$ cat src/hdl/gsl_pkg.sv
// Constants, types and pattern helpers for the gateway status lamp controller
package gsl_pkg;
    localparam int unsigned CLK_PERIOD_NS = 4;
    localparam int unsigned MS_NS = 1000000;
    localparam int unsigned MS_CYCLES = MS_NS / CLK_PERIOD_NS;
    localparam int unsigned SHORT_MS = 200;
    localparam int unsigned LONG_MS = 1000;
    localparam int unsigned FAST_HALF_MS = 250;
    localparam int unsigned SLOW_HALF_MS = 500;
    localparam int unsigned WARN_SYS_MS = 60000;
    localparam int unsigned ACT_WINDOW_MS = 500;
    localparam logic [15:0] WARN_HOLD_RST = 16'(WARN_SYS_MS);
    localparam logic [7:0] OFS_CTRL = 8'h00;
    localparam logic [7:0] OFS_HOLD = 8'h04;
    localparam logic [7:0] OFS_SEL = 8'h08;
    localparam logic [7:0] OFS_STAT = 8'h0c;
    localparam logic [7:0] OFS_CMD = 8'h10;
    localparam int CTRL_ST_EN = 0;
    localparam int CTRL_ST_LSB = 1;
    localparam int CTRL_CODE_EN = 4;
    localparam int CTRL_CODE_LSB = 5;
    localparam int CMD_RAISE = 8;
    localparam int CMD_PROTO = 9;
    localparam int AL_CHG_BIT = 4;
    localparam logic [7:0] SEL_TEST = 8'hee;
    localparam logic [7:0] SEL_CFG = 8'hff;
    localparam logic [7:0] SEL_RSVD = 8'hdd;
    localparam logic [3:0] SERIOUS_MAX = 4'h4;
    localparam int LMP_FAULT = 0;
    localparam int LMP_RUN = 1;
    localparam int LMP_STATE = 2;
    localparam int LMP_CODE = 3;
    typedef enum logic [2:0] {PAT_OFF, PAT_ON, PAT_BLINK, PAT_SINGLE, PAT_DOUBLE,
        PAT_FAST, PAT_SLOW} gsl_pat_t;
    typedef enum logic [1:0] {FB_INIT, FB_PREOP, FB_SAFEOP, FB_OP} gsl_fb_t;
    typedef enum logic [2:0] {LOOK_OFF, LOOK_GREEN, LOOK_GREEN_FLASH, LOOK_ALT,
        LOOK_RED, LOOK_RED_FLASH} gsl_look_t;
    typedef enum logic [1:0] {MODE_RUN, MODE_TEST, MODE_CFG} gsl_mode_t;
    typedef struct packed {
        gsl_fb_t fb_state;
        logic config_error;
        logic watchdog_timeout;
        logic [15:0] app_layer_state_word;
    } gsl_fb_status_t;
    typedef struct packed {
        logic valid;
        logic proto;
        logic [3:0] code;
    } gsl_err_t;
    typedef struct packed {
        logic fault_lamp;
        logic run_lamp;
        logic state_green;
        logic state_red;
        logic code_lamp_weight_eight;
        logic code_lamp_weight_four;
        logic code_lamp_weight_two;
        logic code_lamp_weight_one;
    } gsl_lamps_t;
    typedef struct packed {
        logic psel;
        logic penable;
        logic pwrite;
        logic [7:0] paddr;
        logic [31:0] pwdata;
    } gsl_apb_req_t;
    typedef struct packed {
        logic pready;
        logic pslverr;
        logic [31:0] prdata;
    } gsl_apb_rsp_t;

    function automatic logic [10:0] pat_period(input gsl_pat_t p);
        case (p)
            PAT_BLINK: pat_period = 11'(2 * SHORT_MS);
            PAT_SINGLE: pat_period = 11'(SHORT_MS + LONG_MS);
            PAT_DOUBLE: pat_period = 11'(3 * SHORT_MS + LONG_MS);
            PAT_FAST: pat_period = 11'(2 * FAST_HALF_MS);
            PAT_SLOW: pat_period = 11'(2 * SLOW_HALF_MS);
            default: pat_period = 11'h001;
        endcase
    endfunction : pat_period

    function automatic logic pat_lit(input gsl_pat_t p, input logic [10:0] pos);
        case (p)
            PAT_ON: pat_lit = 1'b1;
            PAT_BLINK, PAT_SINGLE: pat_lit = pos < 11'(SHORT_MS);
            PAT_DOUBLE: pat_lit = (pos < 11'(SHORT_MS))
                || (pos >= 11'(2 * SHORT_MS) && pos < 11'(3 * SHORT_MS));
            PAT_FAST: pat_lit = pos < 11'(FAST_HALF_MS);
            PAT_SLOW: pat_lit = pos < 11'(SLOW_HALF_MS);
            default: pat_lit = 1'b0;
        endcase
    endfunction : pat_lit
endpackage : gsl_pkg

$ cat src/hdl/gsl_lamp_ctrl.sv
// Status lamp controller with APB register slave and rotary selector capture
//
// The APB slave port and the placing of the registers are this design's own decisions.
`timescale 1ns/10ps
module gsl_lamp_ctrl #(
    parameter int unsigned MS_CYCLES_P = gsl_pkg::MS_CYCLES
) (
    input wire logic clock_in,
    input wire logic reset_in,
    input gsl_pkg::gsl_apb_req_t apb_in,
    output gsl_pkg::gsl_apb_rsp_t apb_out,
    input gsl_pkg::gsl_fb_status_t fb_status_in,
    input wire logic serial_exchange_in,
    input gsl_pkg::gsl_err_t err_in,
    input wire logic [3:0] id_high_selector_in,
    input wire logic [3:0] id_low_selector_in,
    output gsl_pkg::gsl_lamps_t lamps_out
);
    import gsl_pkg::*;

    logic [17:0] tick_cnt_r;
    logic tick_r;
    gsl_pat_t pat_nxt [4];
    gsl_pat_t pat_r [4];
    logic [10:0] pos_r [4];
    logic lit [4];
    gsl_look_t look_nxt;
    gsl_look_t look_r;
    logic [3:0] code_val_nxt;
    logic [3:0] code_val_r;
    logic [7:0] sel_meta_r;
    logic [7:0] sel_sync_r;
    logic [7:0] rotary_selector_value;
    logic [1:0] cap_wait_r;
    gsl_mode_t mode_r;
    logic st_ovr_en_r;
    gsl_look_t st_ovr_r;
    logic code_ovr_en_r;
    logic [3:0] code_ovr_r;
    logic [15:0] hold_r;
    logic ser_r;
    logic [3:0] ser_code_r;
    logic [3:0] warn_code_r;
    logic warn_proto_r;
    logic [15:0] warn_left_r;
    logic seen_r;
    logic [9:0] act_left_r;
    gsl_err_t src;
    logic new_ser;
    logic new_warn;
    logic show_on;
    logic [3:0] show_code;
    logic show_proto;
    logic acc;
    logic done;
    logic cmd_wr;
    logic mapped;
    logic [31:0] rd_data;
    gsl_apb_rsp_t rsp_r;
    gsl_lamps_t lamps_r;

    // Millisecond tick for all pattern and hold timing
    always_ff @(posedge clock_in)
    begin
        if (reset_in || tick_cnt_r == 18'(MS_CYCLES_P - 1))
            tick_cnt_r <= 18'h00000;
        else
            tick_cnt_r <= tick_cnt_r + 18'h00001;
    end

    always_ff @(posedge clock_in)
    begin
        if (reset_in)
            tick_r <= 1'b0;
        else
            tick_r <= tick_cnt_r == 18'(MS_CYCLES_P - 1);
    end

    // APB slave: one wait state, so every output comes from a flop
    assign acc = apb_in.psel && apb_in.penable && !rsp_r.pready;
    assign done = apb_in.psel && apb_in.penable && rsp_r.pready;
    assign cmd_wr = done && apb_in.pwrite && apb_in.paddr == OFS_CMD;
    assign mapped = apb_in.paddr == OFS_CTRL || apb_in.paddr == OFS_HOLD
        || apb_in.paddr == OFS_SEL || apb_in.paddr == OFS_STAT
        || apb_in.paddr == OFS_CMD;

    always_comb
    begin
        rd_data = 32'h00000000;
        case (apb_in.paddr)
            OFS_CTRL: rd_data = {23'h000000, code_ovr_r, code_ovr_en_r, st_ovr_r,
                st_ovr_en_r};
            OFS_HOLD: rd_data = {16'h0000, hold_r};
            OFS_SEL: rd_data = {22'h000000, rotary_selector_value == SEL_RSVD,
                rotary_selector_value != SEL_RSVD && rotary_selector_value != SEL_TEST
                && rotary_selector_value != SEL_CFG, rotary_selector_value};
            OFS_STAT: rd_data = {21'h000000, act_left_r != 10'h000, seen_r, mode_r,
                show_proto, ser_r, show_on, show_code};
            default: rd_data = 32'h00000000;
        endcase
    end

    always_ff @(posedge clock_in)
    begin
        if (reset_in)
        begin
            rsp_r <= '0;
        end
        else
        begin
            rsp_r.pready <= acc;
            rsp_r.pslverr <= acc && !mapped;
            rsp_r.prdata <= (acc && !apb_in.pwrite) ? rd_data : 32'h00000000;
        end
    end

    always_ff @(posedge clock_in)
    begin
        if (reset_in)
        begin
            st_ovr_en_r <= 1'b0;
            st_ovr_r <= LOOK_OFF;
            code_ovr_en_r <= 1'b0;
            code_ovr_r <= 4'h0;
        end
        else if (done && apb_in.pwrite && apb_in.paddr == OFS_CTRL)
        begin
            st_ovr_en_r <= apb_in.pwdata[CTRL_ST_EN];
            st_ovr_r <= gsl_look_t'(apb_in.pwdata[CTRL_ST_LSB +: 3]);
            code_ovr_en_r <= apb_in.pwdata[CTRL_CODE_EN];
            code_ovr_r <= apb_in.pwdata[CTRL_CODE_LSB +: 4];
        end
    end

    always_ff @(posedge clock_in)
    begin
        if (reset_in)
            hold_r <= WARN_HOLD_RST;
        else if (done && apb_in.pwrite && apb_in.paddr == OFS_HOLD)
            hold_r <= apb_in.pwdata[15:0];
    end

    // Rotary selectors are pins: two flops before use
    always_ff @(posedge clock_in)
    begin
        sel_meta_r <= {id_high_selector_in, id_low_selector_in};
        sel_sync_r <= sel_meta_r;
    end

    // Wait lets the synchroniser fill before the power-on capture
    always_ff @(posedge clock_in)
    begin
        if (reset_in || cmd_wr)
            cap_wait_r <= 2'h3;
        else if (cap_wait_r != 2'h0)
            cap_wait_r <= cap_wait_r - 2'h1;
    end

    always_ff @(posedge clock_in)
    begin
        if (reset_in)
            rotary_selector_value <= 8'h00;
        else if (cap_wait_r == 2'h1)
            rotary_selector_value <= sel_sync_r;
    end

    always_ff @(posedge clock_in)
    begin
        if (reset_in)
            mode_r <= MODE_RUN;
        else if (rotary_selector_value == SEL_CFG)
            mode_r <= MODE_CFG;
        else if (rotary_selector_value == SEL_TEST)
            mode_r <= MODE_TEST;
        else
            mode_r <= MODE_RUN;
    end

    // Error intake; a hardware report wins over a script raise in one cycle
    always_comb
    begin
        if (err_in.valid)
            src = err_in;
        else
            src = '{valid: cmd_wr && apb_in.pwdata[CMD_RAISE],
                proto: apb_in.pwdata[CMD_PROTO], code: apb_in.pwdata[3:0]};
        new_ser = src.valid && !src.proto && src.code != 4'h0
            && src.code <= SERIOUS_MAX;
        new_warn = src.valid && src.code != 4'h0 && !new_ser;
    end

    always_ff @(posedge clock_in)
    begin
        if (reset_in)
        begin
            ser_r <= 1'b0;
            ser_code_r <= 4'h0;
        end
        else if (new_ser && !ser_r)
        begin
            ser_r <= 1'b1;
            ser_code_r <= src.code;
        end
    end

    always_ff @(posedge clock_in)
    begin
        if (reset_in)
        begin
            warn_code_r <= 4'h0;
            warn_proto_r <= 1'b0;
            warn_left_r <= 16'h0000;
        end
        else if (new_warn)
        begin
            warn_code_r <= src.code;
            warn_proto_r <= src.proto;
            warn_left_r <= src.proto ? hold_r : 16'(WARN_SYS_MS);
        end
        else if (tick_r && warn_left_r != 16'h0000)
        begin
            warn_left_r <= warn_left_r - 16'h0001;
        end
    end

    assign show_on = ser_r || warn_left_r != 16'h0000;
    assign show_code = ser_r ? ser_code_r : warn_code_r;
    assign show_proto = !ser_r && warn_proto_r;

    // Serial exchange activity window
    always_ff @(posedge clock_in)
    begin
        if (reset_in)
        begin
            seen_r <= 1'b0;
            act_left_r <= 10'h000;
        end
        else if (serial_exchange_in)
        begin
            seen_r <= 1'b1;
            act_left_r <= 10'(ACT_WINDOW_MS);
        end
        else if (tick_r && act_left_r != 10'h000)
        begin
            act_left_r <= act_left_r - 10'h001;
        end
    end

    // Pattern selection for each lamp
    always_comb
    begin
        if (fb_status_in.watchdog_timeout)
            pat_nxt[LMP_FAULT] = PAT_DOUBLE;
        else if (fb_status_in.app_layer_state_word[AL_CHG_BIT])
            pat_nxt[LMP_FAULT] = PAT_SINGLE;
        else if (fb_status_in.config_error)
            pat_nxt[LMP_FAULT] = PAT_BLINK;
        else
            pat_nxt[LMP_FAULT] = PAT_OFF;
        case (fb_status_in.fb_state)
            FB_PREOP: pat_nxt[LMP_RUN] = PAT_BLINK;
            FB_SAFEOP: pat_nxt[LMP_RUN] = PAT_SINGLE;
            FB_OP: pat_nxt[LMP_RUN] = PAT_ON;
            default: pat_nxt[LMP_RUN] = PAT_OFF;
        endcase
        if (st_ovr_en_r)
            look_nxt = st_ovr_r;
        else if (mode_r != MODE_RUN)
            look_nxt = LOOK_RED_FLASH;
        else if (show_on)
            look_nxt = LOOK_RED;
        else if (act_left_r != 10'h000)
            look_nxt = LOOK_GREEN;
        else if (seen_r)
            look_nxt = LOOK_GREEN_FLASH;
        else
            look_nxt = LOOK_ALT;
        case (look_nxt)
            LOOK_GREEN, LOOK_RED: pat_nxt[LMP_STATE] = PAT_ON;
            LOOK_GREEN_FLASH, LOOK_ALT, LOOK_RED_FLASH: pat_nxt[LMP_STATE] = PAT_BLINK;
            default: pat_nxt[LMP_STATE] = PAT_OFF;
        endcase
        if (mode_r == MODE_CFG)
        begin
            // Internal content only; users must not read meaning into it
            pat_nxt[LMP_CODE] = PAT_ON;
            code_val_nxt = rotary_selector_value[3:0];
        end
        else if (look_nxt == LOOK_RED && !st_ovr_en_r)
        begin
            pat_nxt[LMP_CODE] = show_proto ? PAT_SLOW : PAT_FAST;
            code_val_nxt = show_code;
        end
        else if (code_ovr_en_r)
        begin
            pat_nxt[LMP_CODE] = PAT_ON;
            code_val_nxt = code_ovr_r;
        end
        else
        begin
            pat_nxt[LMP_CODE] = PAT_OFF;
            code_val_nxt = 4'h0;
        end
    end

    always_ff @(posedge clock_in)
    begin
        if (reset_in)
        begin
            look_r <= LOOK_OFF;
            code_val_r <= 4'h0;
        end
        else
        begin
            look_r <= look_nxt;
            code_val_r <= code_val_nxt;
        end
    end

    // One sequencer per lamp, restarting at the first lit phase
    for (genvar i = 0; i < 4; i++)
    begin : g_seq
        always_ff @(posedge clock_in)
        begin
            if (reset_in)
            begin
                pat_r[i] <= PAT_OFF;
                pos_r[i] <= 11'h000;
            end
            else if (pat_nxt[i] != pat_r[i])
            begin
                pat_r[i] <= pat_nxt[i];
                pos_r[i] <= 11'h000;
            end
            else if (tick_r)
            begin
                pos_r[i] <= (pos_r[i] + 11'h001 >= pat_period(pat_r[i])) ? 11'h000
                    : pos_r[i] + 11'h001;
            end
        end
        assign lit[i] = pat_lit(pat_r[i], pos_r[i]);
    end

    always_ff @(posedge clock_in)
    begin
        if (reset_in)
        begin
            lamps_r <= '0;
        end
        else
        begin
            lamps_r.fault_lamp <= lit[LMP_FAULT];
            lamps_r.run_lamp <= lit[LMP_RUN];
            lamps_r.state_green <= (look_r == LOOK_ALT) ? lit[LMP_STATE]
                : lit[LMP_STATE] && (look_r == LOOK_GREEN || look_r == LOOK_GREEN_FLASH);
            lamps_r.state_red <= (look_r == LOOK_ALT) ? !lit[LMP_STATE]
                : lit[LMP_STATE] && (look_r == LOOK_RED || look_r == LOOK_RED_FLASH);
            {lamps_r.code_lamp_weight_eight, lamps_r.code_lamp_weight_four,
                lamps_r.code_lamp_weight_two, lamps_r.code_lamp_weight_one}
                <= lit[LMP_CODE] ? code_val_r : 4'h0;
        end
    end

    assign lamps_out = lamps_r;
    assign apb_out = rsp_r;
endmodule : gsl_lamp_ctrl

$ cat config.mk
export PLATFORM = sky130hd
export DESIGN_NAME = gsl_lamp_ctrl
export DESIGN_NICKNAME = d
export VERILOG_FILES = /design/src/hdl/gsl_pkg.sv /design/src/hdl/gsl_lamp_ctrl.sv
export SDC_FILE = /design/constraint.sdc
export NUM_CORES = 1
export LEC_CHECK = 0
export BUFFER_PORTS_ARGS = -buffer_cell sky130_fd_sc_hd__buf_2
export CORE_UTILIZATION = 40
export DETAILED_ROUTE_END_ITERATION = 8
export SYNTH_ARGS = -nofsm -noshare
export SYNTH_HDL_FRONTEND = slang
export SYNTH_SLANG_ARGS = --single-unit
$ cat constraint.sdc
create_clock -name clock_in -period 3.87 [get_ports clock_in]
set_input_delay 0.387 -clock clock_in [delete_from_list [all_inputs] [get_ports clock_in]]
set_output_delay 0.387 -clock clock_in [all_outputs]
set_load 0.02 [all_outputs]
Yosys cells after proc, flatten, opt, wreduce, memory -nomap -nowiden
Memories as Yosys holds them, arrays and structs flattened.
Cells that the tools add are included.
{"block": "op_classes", "mux": 92, "n_lt_le_gt_ge": 25, "n_eq_ne": 54, "reduce_logical": 67, "bitwise_logic": 14, "n_addsub": 8}
{"op": "11-bit two-way mux", "n": 24}
{"op": "11-bit one-hot mux with 5 select lines", "n": 4}
{"op": "11-bit by 8-bit less-than comparator with 1-bit output, second input constant", "n": 8}
{"op": "16-bit one-hot mux with 4 select lines", "n": 1}
{"op": "3-bit equality test, second input constant", "n": 16}
{"op": "16-bit two-way mux", "n": 3}
{"op": "11-bit by 1-bit adder with 11-bit output, second input constant", "n": 4}
{"op": "11-bit greater-or-equal comparator", "n": 4}
{"op": "11-bit by 9-bit greater-or-equal comparator with 1-bit output, second input constant", "n": 4}
{"op": "11-bit by 10-bit less-than comparator with 1-bit output, second input constant", "n": 4}
{"op": "11-bit by 9-bit less-than comparator with 1-bit output, second input constant", "n": 4}
{"op": "3-bit by 2-bit equality test with 1-bit output, second input constant", "n": 12}
{"op": "1-bit two-way mux", "n": 32}
{"op": "3-bit two-way mux", "n": 10}
{"op": "1-bit logical AND", "n": 28}
{"op": "8-bit equality test, second input constant", "n": 3}
{"op": "8-bit != test, second input constant", "n": 3}
{"op": "1-bit one-hot mux with 5 select lines", "n": 4}
{"op": "18-bit by 1-bit adder with 18-bit output, second input constant", "n": 1}
{"op": "18-bit equality test, second input constant", "n": 1}
{"op": "3-bit by 1-bit equality test with 1-bit output, second input constant", "n": 6}
{"op": "9-bit two-way mux", "n": 2}
{"op": "2-bit OR reduction", "n": 9}
{"op": "8-bit by 4-bit equality test with 1-bit output, second input constant", "n": 2}
{"op": "24 further kinds", "n": 71}
{"block": "word_totals", "inputBits": 80, "mem_count": 2, "ramBits": 56, "out_inout_bits": 42, "elab_cells": 296, "register_bits": 158}
{"memory": "pos_r", "depth": 4, "word_bits": 11, "read_ports": 4, "rd_ports_with_merged_regs": 0, "wr": 4, "line": "gsl_lamp_ctrl.sv:25", "text": "logic [10:0] pos_r [4];"}
{"memory": "pat_r", "depth": 4, "word_bits": 3, "read_ports": 4, "rd_ports_with_merged_regs": 0, "wr": 4, "line": "gsl_lamp_ctrl.sv:24", "text": "gsl_pat_t pat_r [4];"}

Longest topological paths before layout
{"block": "logic_depth", "ltp_word": 15, "depth_mapped": 12, "ltp_nobuf": 11}

Least setup slack after synthesis
Ideal clock, no wire load.
{"block": "synth_path", "path_type": "reg2reg", "startpoint": "mem pos_r[1][0]", "endpoint": "mem pos_r[1][6] (data pin)", "path_slack_ns": 0.911, "period_less_slack_ns": 2.959, "setup_time_ns": 0.128, "stages_incl_launch_ff": 12, "required_time_ns": 3.742, "arrival_ns": 2.831, "n_path_buf": 0, "cell_sequence": "edfxtp_1 ha_1 nand3_1 xor2_1 inv_1 ha_1 or4b_2 nor4_1 a211oi_1 o31ai_1 a31oi_1 o21ba_2"}
{"element": "start: declaration", "line": "gsl_lamp_ctrl.sv:25"}

==> results.json <==
{
  "cp-end-kind": "flop",
  "power_mw": 4.83,
  "max_stage_delay_ps": 650,
  "crit_top_cell": "ha_1",
  "synthAdderAreaFrac": 0.0557,
  "ir_drop_mv": 0.277,
  "clk_latency_ps": 440,
  "r2r-start": "pos_r[1][0]$_SDFFCE_PP0P_",
  "numPortBuffers": 74,
  "setup_tns_ps": 0,
  "critPathBufInv": 1,
  "synth-seq-cells": 196,
  "drive_above_1_share": 0.135,
  "hp-class": "in -> reg",
  "start_util": 0.409,
  "route.detailed.drc": 0,
  "synth_compound_area_frac": 0.120,
  "startpoint": "pos_r[1][0]$_SDFFCE_PP0P_",
  "crit_arrival_ps": 3650,
  "critPathTopFamily": "compound AO/OA/AOI/OAI gates",
  "die_height_um": 163,
  "finalSetupViolCount": 0,
  "diodes": 0,
  "drtPass1Iterations": 5,
  "placed_area_um2": 11000,
  "final_common_cell": "nor2_1",
  "grt_pass1_wl_mm": 38.0,
  "synth_top_family_by_area": "simple AND/OR/NAND/NOR gates",
  "p_leak_nw": 4.39,
  "ys_types": 76,
  "worstHoldStart": "id_low_selector_in[3]",
  "worst_slew_pin_slew_ps": 945,
  "fp.coreArea_um2": 25300,
  "row_count": 58,
  "startpoint_type": "flop",
  "crit_required_ps": 4180,
  "antenna_found_initial": 0,
  "ios": 122,
  "postCtsSetupRepairBufs": 0,
  "first_iter_violations": 354,
  "wire_per_inst_um": 15.5,
  "synth_ff_type": "dfxtp_1",
  "grt_overflow": 0,
  "nets": 1288,
  "final_cell_mix": "144 x nor2_1, 142 x dfxtp_1, 73 x buf_2",
  "cts-root-buf": "clkbuf_16",
  "crit_slowest_cell": "or4b_2",
  "cp_max_fo": 10,
  "die_area_um2": 26500,
  "synth.area.mux_share": 0.0512,
  "rsz0062_at_grt": "false",
  "numCtsBuffers": 17,
  "track_usage": 0.181,
  "clk_path_buf_depth": 2,
  "clock.fmax_ghz": 0.299,
  "stdcell_area_um2": 11500,
  "place.gp.congestion": 0.855,
  "hold-worst-slack_ps": 51.8,
  "whs_path_depth": 1,
  "synthXorXnorAreaFrac": 0.0635,
  "cp.depth": 11,
  "vias_per_cell": 5.28,
  "hold_buffers": 0,
  "cts_sinks": 196,
  "p_per_area_nw_per_um2": 418,
  "fin_crit_sh": 0.863,
  "synthSimpleGateAreaFrac": 0.231,
  "finalMaxSlewViolations": 0,
  "worstSetupPathType": "reg -> reg",
  "antenna_left": 0,
  "maxCapViolCount": 0,
  "fin_worst_skew_ps": 13.7,
  "syn_area_um2": 10300,
  "status": "completed",
  "num-fill-cells": 2465,
  "synthCells": 1107,
  "tritoncts": "built",
  "num_vias": 7947,
  "path_clk_slew_ps": 70,
  "synth_edf_count": 54,
  "slew-limit-headroom": 0.370,
  "period_needed_ps": 3340,
  "hold_viol": 0,
  "die_w_um": 163,
  "syn2layout_area_growth_pct": 11.6,
  "syn_area_per_cell_um2": 9.34,
  "wirelength_mm": 23.2,
  "worstRegToRegCells": 11,
  "ys_seq_area_frac": 0.432,
  "async_flop_share": 0,
  "yosys_warnings": 0,
  "ctsResizeCount": 0,
  "cp_cell_sequence": "ha_1 -> nand3_1 -> xor2_1 -> inv_1 -> ha_1 -> or4b_2 -> nor4_1 -> a211oi_1 -> o31ai_1 -> a31oi_1 -> o21ba_2",
  "dp_hpwl_mm": 17.1,
  "h-tree-depth": 4,
  "grt_pass1_vias": 7532,
  "grt_start_max_net_pins": 72
}
==> synth_stat cells (4+ instances only) <==
master,count,share of area
a211o_1,9,0.0076
a211oi_1,29,0.021
a21o_1,8,0.0058
a21oi_1,46,0.022
a221oi_1,5,0.0042
a22oi_1,4,0.0029
a31oi_1,6,0.0036
and2_1,7,0.0042
and3_1,8,0.0048
buf_2,4,0.0019
buf_4,16,0.012
clkbuf_1,42,0.015
dfxtp_1,142,0.27
edfxtp_1,54,0.16
ha_1,46,0.056
inv_1,45,0.016
mux2_2,5,0.0054
mux2i_1,36,0.035
mux4_2,5,0.011
nand2_1,66,0.024
nand2b_1,7,0.0042
nand3_1,42,0.020
nand4_1,10,0.0060
nor2_1,144,0.052
nor2b_1,31,0.019
nor3_1,43,0.021
nor3_2,4,0.0039
nor3b_1,14,0.010
nor3b_2,7,0.0085
nor4_1,18,0.011
nor4b_1,7,0.0059
o21a_1,4,0.0029
o21ai_0,19,0.0092
o22ai_1,4,0.0024
o311ai_0,6,0.0051
o31ai_1,7,0.0051
or2_2,8,0.0048
or3_1,10,0.0060
or4_1,11,0.0080
xnor2_1,43,0.036
xor2_1,32,0.027
==> layer usage <==
metal	global-route usage	up-vias	part of all wire
li1	-	4055	-
met3	0.0306	28	0.035
met5	0	-	0
met2	0.290	156	0.45
met4	0.0573	0	0.018
met1	0.247	3708	0.49
==> per-stage QoR <==
stage	std cells	utilization	setup WS, ps
global route	1504	0.457	224
detailed placement	1473	0.435	538
floorplan	1122	-	911
CTS	1504	0.457	521
finish	1504	0.457	530
global placement	1473	0.435	580
==> path summary, 6_finish.rpt <==
check / slack, ps / to
worst max-delay path: 530 / pos_r[1][6]$_SDFFCE_PP0P_
worst min-delay path: 50 / sel_meta_r[3]$_DFF_P_
worst max register to register: 530 / pos_r[1][6]$_SDFFCE_PP0P_
worst min register to register: 330 / sel_sync_r[2]$_DFF_P_
==> registers in the layout (all words and copies together) (netlist names), 8 cells and up <==
register,flops
pos_r,44
apb_out,18
tick_cnt_r,18
hold_r,16
warn_left_r,16
act_left_r,10
pat_r,10
lamps_out,8
rotary_selector_value,8
sel_meta_r,8
sel_sync_r,8
==> area by class of cell <==
| type | instances | area, um^2 | area share |
|---|---|---|---|
| repair buffers | 85 | 468 | 0.0405 |
| inverters | 45 | 169 | 0.0146 |
| flip-flops and latches | 196 | 4460 | 0.387 |
| clock buffers | 17 | 425 | 0.0369 |
| well taps | 330 | 413 | 0.0358 |
| multi-input cells | 817 | 5470 | 0.474 |
| clock inverters | 14 | 135 | 0.0117 |
==> logic make-up after synthesis <==
family,Yosys count
compound gates,179
xor+xnor,75
fa+ha+maj,46
buf+inv,109
flops,196
mux,46
other cells,1
simple gates,455
==> where the power goes <==
part / switching, mW / internal [mW] / leakage, nW
logic: 0.424 / 0.307 / 2.31
registers: 0.145 / 2.23 / 1.80
clock network: 0.812 / 0.904 / 0.284
Power figures use the tool's default switching activity.
